--- src/rtl/etm_pkg.sv ---
// shared constants for the enhanced timer compare block
package etm_pkg;
	localparam int CNT_W = 10;
	localparam int ADR_W = 4;
	// register word offsets (byte addresses)
	localparam logic [ADR_W+1:0] ADR_CTRL0 = 6'h00;
	localparam logic [ADR_W+1:0] ADR_CTRL_A = 6'h04;
	localparam logic [ADR_W+1:0] ADR_CTRL_B = 6'h08;
	localparam logic [ADR_W+1:0] ADR_CNT_LO = 6'h0C;
	localparam logic [ADR_W+1:0] ADR_CNT_HI = 6'h10;
	localparam logic [ADR_W+1:0] ADR_CMPA_LO = 6'h14;
	localparam logic [ADR_W+1:0] ADR_CMPA_HI = 6'h18;
	localparam logic [ADR_W+1:0] ADR_CMPB_LO = 6'h1C;
	localparam logic [ADR_W+1:0] ADR_CMPB_HI = 6'h20;
	localparam logic [ADR_W+1:0] ADR_FLAGS = 6'h24;
	// control 0 fields
	localparam int C0_ON = 3;
	localparam int C0_PER_HI = 2;
	// channel control fields (same layout for A and B, except CC_CLR, which only A uses; B bits 1:0 are alignment)
	localparam int CC_MODE_HI = 7;
	localparam int CC_MODE_LO = 6;
	localparam int CC_IO_HI = 5;
	localparam int CC_IO_LO = 4;
	localparam int CC_OC = 3;
	localparam int CC_POL = 2;
	localparam int CC_CLR = 0;
	// flag bits
	localparam int FL_A = 0;
	localparam int FL_B = 1;
	localparam int FL_P = 2;
	localparam logic [7:0] RST_BYTE = 8'h00;
	localparam logic [2:0] PER_OVF = 3'h0;
	localparam int PER_MSB = 9;
	localparam int PER_LSB = 7;
	typedef enum logic [1:0] {
		MODE_CMP = 2'b00,
		MODE_CAP = 2'b01,
		MODE_PWM = 2'b10,
		MODE_TMR = 2'b11
	} mode_t;
	typedef enum logic [1:0] {
		IO_KEEP = 2'b00,
		IO_LOW = 2'b01,
		IO_HIGH = 2'b10,
		IO_TOGGLE = 2'b11
	} io_t;
	localparam logic [1:0] ALIGN_EDGE = 2'b00;
	localparam logic [1:0] ALIGN_UP = 2'b01;
	localparam logic [1:0] ALIGN_DOWN = 2'b10;
	localparam logic [1:0] ALIGN_BOTH = 2'b11;
endpackage

--- src/rtl/etm_compare_top.sv ---
// enhanced timer with two compare channels and period comparator, wishbone slave
// Function
// - mode field picks compare, capture, pwm, timer
// - compare match: keep, low, high, toggle pin
// - pwm: inactive, active, pwm, pwm
// - capture rising, falling, both, or disabled
// - no change when requested equals initial level
// - on bit rise restores initial pin level
// - output control sets initial or active level
// - polarity bit inverts output pins
// - alignment: edge, centre up, down, both
// - counter readable as low and high byte
// - high byte upper six bits read zero
// - ten-bit writable compare values a and b
// - compare mode clears on overflow, a, p
// - clear-select low: clear on p, flags a,p
// - clear-select high: clear on a, no p flag
// - only a or b match moves pins
// - period field compares counter bits nine to seven
// - on rise zeroes counter, off holds value
//
// Added by the designer: the Wishbone slave port and the address map.
`timescale 1ns/10ps
module etm_compare_top
	import etm_pkg::*;
#(
	parameter int PRESCALE = 4
)(
	input wire logic core_clk,
	input wire logic rst_b,
	input wire logic wb_cyc_i,
	input wire logic wb_stb_i,
	input wire logic wb_we_i,
	input wire logic [ADR_W+1:0] wb_adr_i,
	input wire logic [3:0] wb_sel_i,
	input wire logic [31:0] wb_dat_i,
	output logic [31:0] wb_dat_o,
	output logic wb_ack_o,
	input wire logic chan_a_pin_in,
	output logic chan_a_pin,
	output logic chan_a_pin_oe,
	input wire logic chan_b_pin_in,
	output logic chan_b_pin,
	output logic chan_b_pin_oe,
	output logic count_down
);
	logic [7:0] ctrl0_q;
	logic [7:0] ctrl_a_q;
	logic [7:0] ctrl_b_q;
	logic [CNT_W-1:0] cmp_a_q;
	logic [CNT_W-1:0] cmp_b_q;
	logic [CNT_W-1:0] cnt_q;
	logic [2:0] flags_q;
	logic [31:0] rdata_q;
	logic ack_q;
	logic on_q;
	logic dir_q;
	logic [7:0] pre_q;
	logic tick;
	logic on_rise;
	logic running;
	logic match_a;
	logic match_b;
	logic match_p;
	logic top_hit;
	logic clear_cnt;
	logic set_a;
	logic set_b;
	logic set_p;
	logic pwm_a;
	logic pwm_b;
	logic cap_a;
	logic cap_b;
	logic wr;
	logic [2:0] clr_req;
	mode_t mode_a;
	mode_t mode_b;
	logic centre;
	assign mode_a = mode_t'(ctrl_a_q[CC_MODE_HI:CC_MODE_LO]);
	assign mode_b = mode_t'(ctrl_b_q[CC_MODE_HI:CC_MODE_LO]);
	assign running = ctrl0_q[C0_ON];
	assign on_rise = running & ~on_q;
	assign centre = (mode_b == MODE_PWM) && (ctrl_b_q[1:0] != ALIGN_EDGE);
	assign count_down = dir_q;

	function automatic logic [7:0] byte_of(input logic [31:0] d);
		byte_of = d[7:0];
	endfunction

	// wishbone: one wait state, ack pulses for one cycle
	assign wr = wb_cyc_i & wb_stb_i & wb_we_i & ~ack_q & wb_sel_i[0];
	always_ff @(posedge core_clk or negedge rst_b) begin
		if (!rst_b) begin
			ack_q <= 1'b0;
		end else begin
			ack_q <= wb_cyc_i & wb_stb_i & ~ack_q;
		end
	end
	assign wb_ack_o = ack_q;

	always_ff @(posedge core_clk or negedge rst_b) begin
		if (!rst_b) begin
			ctrl0_q <= RST_BYTE;
			ctrl_a_q <= RST_BYTE;
			ctrl_b_q <= RST_BYTE;
			cmp_a_q <= '0;
			cmp_b_q <= '0;
		end else if (wr) begin
			if (wb_adr_i == ADR_CTRL0) begin
				ctrl0_q <= byte_of(wb_dat_i);
			end else if (wb_adr_i == ADR_CTRL_A) begin
				ctrl_a_q <= byte_of(wb_dat_i);
			end else if (wb_adr_i == ADR_CTRL_B) begin
				ctrl_b_q <= byte_of(wb_dat_i);
			end else if (wb_adr_i == ADR_CMPA_LO) begin
				cmp_a_q[7:0] <= byte_of(wb_dat_i);
			end else if (wb_adr_i == ADR_CMPA_HI) begin
				cmp_a_q[CNT_W-1:8] <= wb_dat_i[1:0];
			end else if (wb_adr_i == ADR_CMPB_LO) begin
				cmp_b_q[7:0] <= byte_of(wb_dat_i);
			end else if (wb_adr_i == ADR_CMPB_HI) begin
				cmp_b_q[CNT_W-1:8] <= wb_dat_i[1:0];
			end
		end
	end

	// reads: unmapped addresses return zero
	always_ff @(posedge core_clk or negedge rst_b) begin
		if (!rst_b) begin
			rdata_q <= '0;
		end else begin
			rdata_q <= '0;
			if (wb_adr_i == ADR_CTRL0) begin
				rdata_q[7:0] <= ctrl0_q;
			end else if (wb_adr_i == ADR_CTRL_A) begin
				rdata_q[7:0] <= {ctrl_a_q[7:2], dir_q, ctrl_a_q[0]};
			end else if (wb_adr_i == ADR_CTRL_B) begin
				rdata_q[7:0] <= ctrl_b_q;
			end else if (wb_adr_i == ADR_CNT_LO) begin
				rdata_q[7:0] <= cnt_q[7:0];
			end else if (wb_adr_i == ADR_CNT_HI) begin
				rdata_q[1:0] <= cnt_q[CNT_W-1:8];
			end else if (wb_adr_i == ADR_CMPA_LO) begin
				rdata_q[7:0] <= cmp_a_q[7:0];
			end else if (wb_adr_i == ADR_CMPA_HI) begin
				rdata_q[1:0] <= cmp_a_q[CNT_W-1:8];
			end else if (wb_adr_i == ADR_CMPB_LO) begin
				rdata_q[7:0] <= cmp_b_q[7:0];
			end else if (wb_adr_i == ADR_CMPB_HI) begin
				rdata_q[1:0] <= cmp_b_q[CNT_W-1:8];
			end else if (wb_adr_i == ADR_FLAGS) begin
				rdata_q[2:0] <= flags_q;
			end
		end
	end
	assign wb_dat_o = rdata_q;

	// timer clock enable divider; a plain divider stands in for the clock selector
	always_ff @(posedge core_clk or negedge rst_b) begin
		if (!rst_b) begin
			pre_q <= '0;
		end else if (!running || pre_q == 8'(PRESCALE - 1)) begin
			pre_q <= '0;
		end else begin
			pre_q <= pre_q + 8'h01;
		end
	end
	assign tick = running && pre_q == 8'(PRESCALE - 1);

	// matches are judged on the current count at each tick
	assign match_a = tick && cnt_q == cmp_a_q;
	assign match_b = tick && cnt_q == cmp_b_q;
	assign match_p = tick && ((ctrl0_q[C0_PER_HI:0] == PER_OVF) ? (&cnt_q) :
		(cnt_q[PER_MSB:PER_LSB] == ctrl0_q[C0_PER_HI:0] && cnt_q[PER_LSB-1:0] == '0));
	assign top_hit = ctrl_a_q[CC_CLR] ? match_a : match_p;
	assign clear_cnt = !centre && top_hit;
	assign set_a = match_a;
	assign set_b = match_b;
	assign set_p = match_p && !ctrl_a_q[CC_CLR];

	always_ff @(posedge core_clk or negedge rst_b) begin
		if (!rst_b) begin
			on_q <= 1'b0;
		end else begin
			on_q <= running;
		end
	end

	always_ff @(posedge core_clk or negedge rst_b) begin
		if (!rst_b) begin
			cnt_q <= '0;
			dir_q <= 1'b0;
		end else if (on_rise) begin
			cnt_q <= '0;
			dir_q <= 1'b0;
		end else if (tick) begin
			if (centre && !dir_q && top_hit) begin
				dir_q <= 1'b1;
				cnt_q <= cnt_q - 10'h001;
			end else if (centre && dir_q) begin
				dir_q <= (cnt_q != '0) && (cnt_q != 10'h001);
				cnt_q <= cnt_q - 10'h001;
			end else if (clear_cnt) begin
				cnt_q <= '0;
			end else begin
				cnt_q <= cnt_q + 10'h001;
			end
		end
	end

	// sticky flags, write one to clear; a new event wins over the clear
	assign clr_req = (wr && wb_adr_i == ADR_FLAGS) ? wb_dat_i[2:0] : 3'h0;
	always_ff @(posedge core_clk or negedge rst_b) begin
		if (!rst_b) begin
			flags_q <= '0;
		end else begin
			flags_q <= (flags_q & ~clr_req) | {set_p, set_b, set_a};
		end
	end

	// pwm compare: alignment picks which direction a match counts
	function automatic logic pwm_level(input logic [CNT_W-1:0] c, input logic [CNT_W-1:0] d,
		input logic [1:0] al, input logic dn);
		logic r;
		r = c < d;
		if (al == ALIGN_UP && dn) begin
			r = 1'b1;
		end else if (al == ALIGN_DOWN && !dn) begin
			r = 1'b0;
		end
		pwm_level = r;
	endfunction
	assign pwm_a = pwm_level(cnt_q, cmp_a_q, ctrl_b_q[1:0], dir_q);
	assign pwm_b = pwm_level(cnt_q, cmp_b_q, ctrl_b_q[1:0], dir_q);

	etm_pin_channel u_chan_a (
		.core_clk(core_clk),
		.rst_b(rst_b),
		.mode(ctrl_a_q[CC_MODE_HI:CC_MODE_LO]),
		.pin_function(ctrl_a_q[CC_IO_HI:CC_IO_LO]),
		.output_control(ctrl_a_q[CC_OC]),
		.polarity(ctrl_a_q[CC_POL]),
		.on_rise(on_rise),
		.match(set_a),
		.pwm_active(pwm_a),
		.pin_in(chan_a_pin_in),
		.pin_out(chan_a_pin),
		.pin_oe(chan_a_pin_oe),
		.capture(cap_a)
	);
	etm_pin_channel u_chan_b (
		.core_clk(core_clk),
		.rst_b(rst_b),
		.mode(ctrl_b_q[CC_MODE_HI:CC_MODE_LO]),
		.pin_function(ctrl_b_q[CC_IO_HI:CC_IO_LO]),
		.output_control(ctrl_b_q[CC_OC]),
		.polarity(ctrl_b_q[CC_POL]),
		.on_rise(on_rise),
		.match(set_b),
		.pwm_active(pwm_b),
		.pin_in(chan_b_pin_in),
		.pin_out(chan_b_pin),
		.pin_oe(chan_b_pin_oe),
		.capture(cap_b)
	);

	// captures latch the counter into cap_val_q, which no register reads back
	logic [CNT_W-1:0] cap_val_q;
	always_ff @(posedge core_clk or negedge rst_b) begin
		if (!rst_b) begin
			cap_val_q <= '0;
		end else if (cap_a | cap_b) begin
			cap_val_q <= cnt_q;
		end
	end

	chk_on_zero: assert property (@(posedge core_clk) disable iff (!rst_b) on_rise |=> cnt_q == '0)
		else $error("counter not zero after on");
	chk_off_hold: assert property (@(posedge core_clk) disable iff (!rst_b)
		!running && on_q |=> $stable(cnt_q))
		else $error("counter moved while off");
	chk_no_pflag: assert property (@(posedge core_clk) disable iff (!rst_b)
		ctrl_a_q[CC_CLR] && !flags_q[FL_P] && !(wr && wb_adr_i == ADR_FLAGS) |=> !flags_q[FL_P])
		else $error("period flag with clear select high");
	chk_a_clear: assert property (@(posedge core_clk) disable iff (!rst_b)
		match_a && ctrl_a_q[CC_CLR] && !centre && !on_rise |=> cnt_q == '0)
		else $error("counter not cleared on a match");
	chk_p_clear: assert property (@(posedge core_clk) disable iff (!rst_b)
		match_p && !ctrl_a_q[CC_CLR] && !centre && !on_rise |=> cnt_q == '0 && flags_q[FL_P])
		else $error("period match did not clear");
	chk_a_flag: assert property (@(posedge core_clk) disable iff (!rst_b) match_a |=> flags_q[FL_A])
		else $error("a flag missing");
	chk_pin_init: assert property (@(posedge core_clk) disable iff (!rst_b)
		on_rise && mode_b == MODE_CMP |=> chan_b_pin == (ctrl_b_q[CC_OC] ^ ctrl_b_q[CC_POL]))
		else $error("pin b not at initial level");
	chk_pin_quiet: assert property (@(posedge core_clk) disable iff (!rst_b)
		mode_b == MODE_CMP && !match_b && !on_rise |=> $stable(chan_b_pin) || !$stable(ctrl_b_q))
		else $error("pin b moved without match");
	chk_tmr_oe: assert property (@(posedge core_clk) disable iff (!rst_b) mode_b == MODE_TMR |-> !chan_b_pin_oe)
		else $error("pin driven in timer mode");
	chk_hi_zero: assert property (@(posedge core_clk) disable iff (!rst_b) wb_ack_o |-> wb_dat_o[31:8] == '0)
		else $error("upper read bits not zero");
endmodule

--- src/rtl/etm_pin_channel.sv ---
// one compare/capture channel output stage
`timescale 1ns/10ps
module etm_pin_channel
	import etm_pkg::*;
(
	input wire logic core_clk,
	input wire logic rst_b,
	input wire logic [1:0] mode,
	input wire logic [1:0] pin_function,
	input wire logic output_control,
	input wire logic polarity,
	input wire logic on_rise,
	input wire logic match,
	input wire logic pwm_active,
	input wire logic pin_in,
	output logic pin_out,
	output logic pin_oe,
	output logic capture
);
	logic level_q;
	logic level_d;
	logic pin_in_q;
	logic raw;
	always_comb begin
		level_d = level_q;
		if (on_rise) begin
			level_d = output_control;
		end else if (match && mode == MODE_CMP) begin
			case (pin_function)
				IO_LOW: level_d = 1'b0;
				IO_HIGH: level_d = 1'b1;
				IO_TOGGLE: level_d = ~level_q;
				default: level_d = level_q;
			endcase
		end
	end
	always_ff @(posedge core_clk or negedge rst_b) begin
		if (!rst_b) begin
			level_q <= 1'b0;
			pin_in_q <= 1'b0;
		end else begin
			level_q <= level_d;
			pin_in_q <= pin_in;
		end
	end
	// pwm levels: active level set by output control
	always_comb begin
		raw = level_q;
		if (mode == MODE_PWM) begin
			case (pin_function)
				IO_KEEP: raw = ~output_control;
				IO_LOW: raw = output_control;
				default: raw = pwm_active ? output_control : ~output_control;
			endcase
		end
	end
	assign pin_out = raw ^ polarity;
	assign pin_oe = (mode == MODE_CMP) || (mode == MODE_PWM);
	always_comb begin
		case (pin_function)
			2'b00: capture = pin_in & ~pin_in_q;
			2'b01: capture = ~pin_in & pin_in_q;
			2'b10: capture = pin_in ^ pin_in_q;
			default: capture = 1'b0;
		endcase
		if (mode != MODE_CAP) begin
			capture = 1'b0;
		end
	end
endmodule

--- config.mk ---
export PLATFORM = sky130hd
export DESIGN_NAME = etm_compare_top
export DESIGN_NICKNAME = d
export VERILOG_FILES = /design/src/rtl/etm_pkg.sv /design/src/rtl/etm_compare_top.sv /design/src/rtl/etm_pin_channel.sv
export SDC_FILE = /design/constraint.sdc
export NUM_CORES = 1
export LEC_CHECK = 0
export BUFFER_PORTS_ARGS = -buffer_cell sky130_fd_sc_hd__buf_2
export CAP_MARGIN = 20
export CORE_ASPECT_RATIO = 0.9
export CORE_MARGIN = 10
export CORE_UTILIZATION = 50
export DETAILED_ROUTE_END_ITERATION = 8
export PLACE_DENSITY = 0.83
export SYNTH_ARGS = -nofsm -noshare
export SYNTH_HDL_FRONTEND = slang
export SYNTH_SLANG_ARGS = --single-unit
--- constraint.sdc ---
create_clock -name core_clk -period 4.9 [get_ports core_clk]
set_input_delay 0.98 -clock core_clk [delete_from_list [all_inputs] [get_ports core_clk]]
set_output_delay 0.98 -clock core_clk [all_outputs]
set_load 0.01 [all_outputs]
==> results_dict.tcl <==
set metrics [dict create \
    ys_seq_area_share_pct 39.3 \
    dr_wl_met3_um 1000 \
    synth_top_flop_cell "dfrtp_1" \
    die_area_um2 14200 \
    swShare_pct 26.7 \
    power.share.combinational_pct 8.2 \
    finalSetupViolCount 0 \
    synthToLayoutAreaGrowth_pct 7.52 \
    clk_path_buf_depth 2 \
    fp-row-count 34 \
    p_switching_w 0.000335 \
    fp.dieH_um 114 \
    fin_ws_ns 1.19 \
    yosys.area.top_type "dfrtp_1" \
    wire_per_inst_um 19.3 \
    power_frac_clock_pct 39.3 \
    gr-total-overflow 0 \
    final_common_cell "dfrtp_1" \
    synth-edff-count 0 \
    synth-seq-cells 77 \
    outcome "complete, no violations" \
    leakagePower_nw 2.54 \
    worstMarginPinSlew_ns 1.05 \
    layout.nets 598 \
    htree_levels 3 \
    grt_usage_pct 17.7 \
    critPathMaxFanout 11 \
    hold_viol 0 \
    syn_inst 497 \
    cts.sinks 77 \
    fmax_mhz 269 \
    timing.final.crit_period_ns 3.71 \
    netlist_area_um2 4910 \
    synth_warnings 0 \
    cts_resized 0 \
    ys_async_sr_fraction_pct 100 \
    yosysTopAreaCellShare_pct 39.3 \
    skew_ns 0.0118 \
    post-route-util_pct 54.9 \
    drive_gt1_share_pct 20.4 \
    end_kind "output port" \
    globalplace.congestion 0.917 \
    final_area_um2 5280 \
    die_w_um 124 \
    antenna_found_initial 0 \
    core-area_um2 9610 \
    place_ws_ns 1.60 \
    start_util_pct 51.0 \
    top_layer "met4" \
    crit_required_ns 3.92 \
    pwr_density_cell_nw_per_um2 238 \
    p_int_w 0.000920 \
    critPathArrivalTime_ns 2.73 \
    placed_cell_area_um2 5080 \
    drc_errors 0 \
    route.vias.total 3946 \
    drv_slew 0 \
    synth_area_per_cell_um2 9.87 \
    ys_types 70 \
    drv_cap 0 \
    grt_pass1_wl_um 20700 \
    clock_latency_ns 0.36 \
    final_cell_mix "dfrtp_1 (77), nand2_1 (49), inv_1 (32), buf_2 (32)" \
    hp-class "reg -> reg" \
    wl_um 12600 \
    synthTopCellsByArea "dfrtp_1 (39%), mux2_2 (7.1%), ha_1 (6.4%)" \
    ir_worst_vdd_v 0.000167 \
    grt_max_degree 78 \
    root_buffer "clkbuf_8" \
    fin_hold_ws_ns 0.434 \
    io_buffers 33 \
    initialDrtViolationCount 400 \
    io_pins 87 \
    slew_headroom_pct 29.8 \
    cts_setup_buffers 0 \
    cts_hold_buf 0 \
    n_antenna_cell 0 \
    critPathLaunchType "register" \
    wl_met2_um 5850 \
    fin_crit_sh_pct 75.8 \
    tritoncts "yes" \
    dr.pass1.iters 5 \
    crit_type "reg -> out" \
    seqPwrFrac_pct 52.5 \
    cts_buffers 9 \
    cts.clk_slew.worst_paths_ns 0.09 \
    grt_setup_unrepaired "false" \
    wl_met1_um 5570 \
    tns_ns 0 \
    dpl.hpwl_um 9320 \
    vias_per_cell 6.02 \
    ant_nets 0 \
    grt_pass1_vias 3952 \
]
cell families (layout without fill, tap and decap cells):
| group | Yosys count | in the layout | synth area share [%] |
|---|---|---|---|
| xor+xnor | 14 | 14 | 2.50 |
| buf+inv | 74 | 83 | 7.80 |
| simple gates | 153 | 153 | 16.7 |
| compound gates | 108 | 108 | 15.8 |
| flops | 77 | 77 | 39.3 |
| other cells | 1 | 24 | 0.0764 |
| fa+ha+maj | 25 | 25 | 6.38 |
| mux | 45 | 45 | 11.5 |
final timing paths:
check / start / endpoint / slack [ns] / cells after the start
hold reg to reg: wb_ack_o / wb_ack_o / 0.43 / 1
max in group asynchronous: rst_b / cmp_a_q[5] / 3.48 / 1
hold / removal: wb_ack_o / wb_ack_o / 0.43 / 1
setup / recovery: cnt_q[3] / chan_a_pin / 1.19 / 9
setup reg to reg: cnt_q[5] / cnt_q[6] / 2.24 / 8
min in group asynchronous: rst_b / cmp_a_q[1] / 0.76 / 1
power by group through the flow:
stage                     combinational [W]  clock, W  sequential (W)
after global placement            0.0000995         0        0.000671
after floorplan                   0.0000727         0        0.000670
after detailed placement           0.000102         0        0.000672
after CTS                          0.000103  0.000502        0.000659
after global routing               0.000115  0.000529        0.000661
final                              0.000103  0.000493        0.000660
critical path, stage by stage, from the launching register on:
cell	delay, ns
dfrtp_1	0.62
ha_1	0.34
a21o_1	0.19
a21oi_1	0.14
o221a_2	0.20
o221ai_1	0.14
xor2_1	0.17
a31oi_1	0.22
xnor2_1	0.18
buf_2	0.18
metal layers:
metal | global-route usage, % | up-vias
met5 | 0 | -
met3 | 4.59 | 23
met2 | 28.6 | 160
met4 | 4.97 | 0
li1 | - | 1802
met1 | 23.0 | 1961
per-stage QoR:
step                cells  power (W)
finish                655    0.00126
detailed placement    639   0.000774
CTS                   655    0.00126
global route          655    0.00131
floorplan             520   0.000742
global placement      639   0.000771
synth_stat cells (3+ instances only):
cell / number
o211ai_1: 8
o21a_1: 4
nand2b_1: 3
o22a_1: 3
nand4_1: 7
clkbuf_1: 11
o221ai_1: 5
o31ai_1: 3
ha_1: 25
nand2_1: 49
mux2_2: 31
and2_1: 5
buf_4: 27
xor2_1: 10
buf_2: 3
nand3_1: 11
inv_1: 32
mux2i_1: 8
nor4_1: 3
o2bb2ai_1: 3
mux4_2: 6
xnor2_1: 4
dfrtp_1: 77
o21ai_0: 31
nor2b_1: 5
a31oi_1: 3
o2111ai_1: 4
nor3_1: 12
nor2_1: 27
and3_1: 9
a21oi_1: 15
nor3b_1: 3
a21o_1: 5
registers in the layout (all words and copies together), names as in the netlist:
| name | count |
|---|---|
| cmp_a_q | 10 |
| cmp_b_q | 10 |
| cnt_q | 10 |
| count_down | 1 |
| ctrl0_q | 8 |
| ctrl_a_q | 7 |
| ctrl_b_q | 8 |
| flags_q | 3 |
| on_q | 1 |
| pre_q | 8 |
| u_chan_a.level_q | 1 |
| u_chan_b.level_q | 1 |
| wb_ack_o | 1 |
| wb_dat_o | 8 |
area by class of cell:
| class | count | area (um^2) |
|---|---|---|
| Fill cell | 876 | 4340 |
| Clock inverter | 7 | 75.1 |
| Tap cell | 126 | 158 |
| Timing Repair Buffer | 35 | 183 |
| Multi-Input combinational cell | 369 | 2690 |
| Clock buffer | 9 | 124 |
| Inverter | 32 | 120 |
| Sequential cell | 77 | 1930 |
Note: power is estimated with default switching activity, not from simulation.
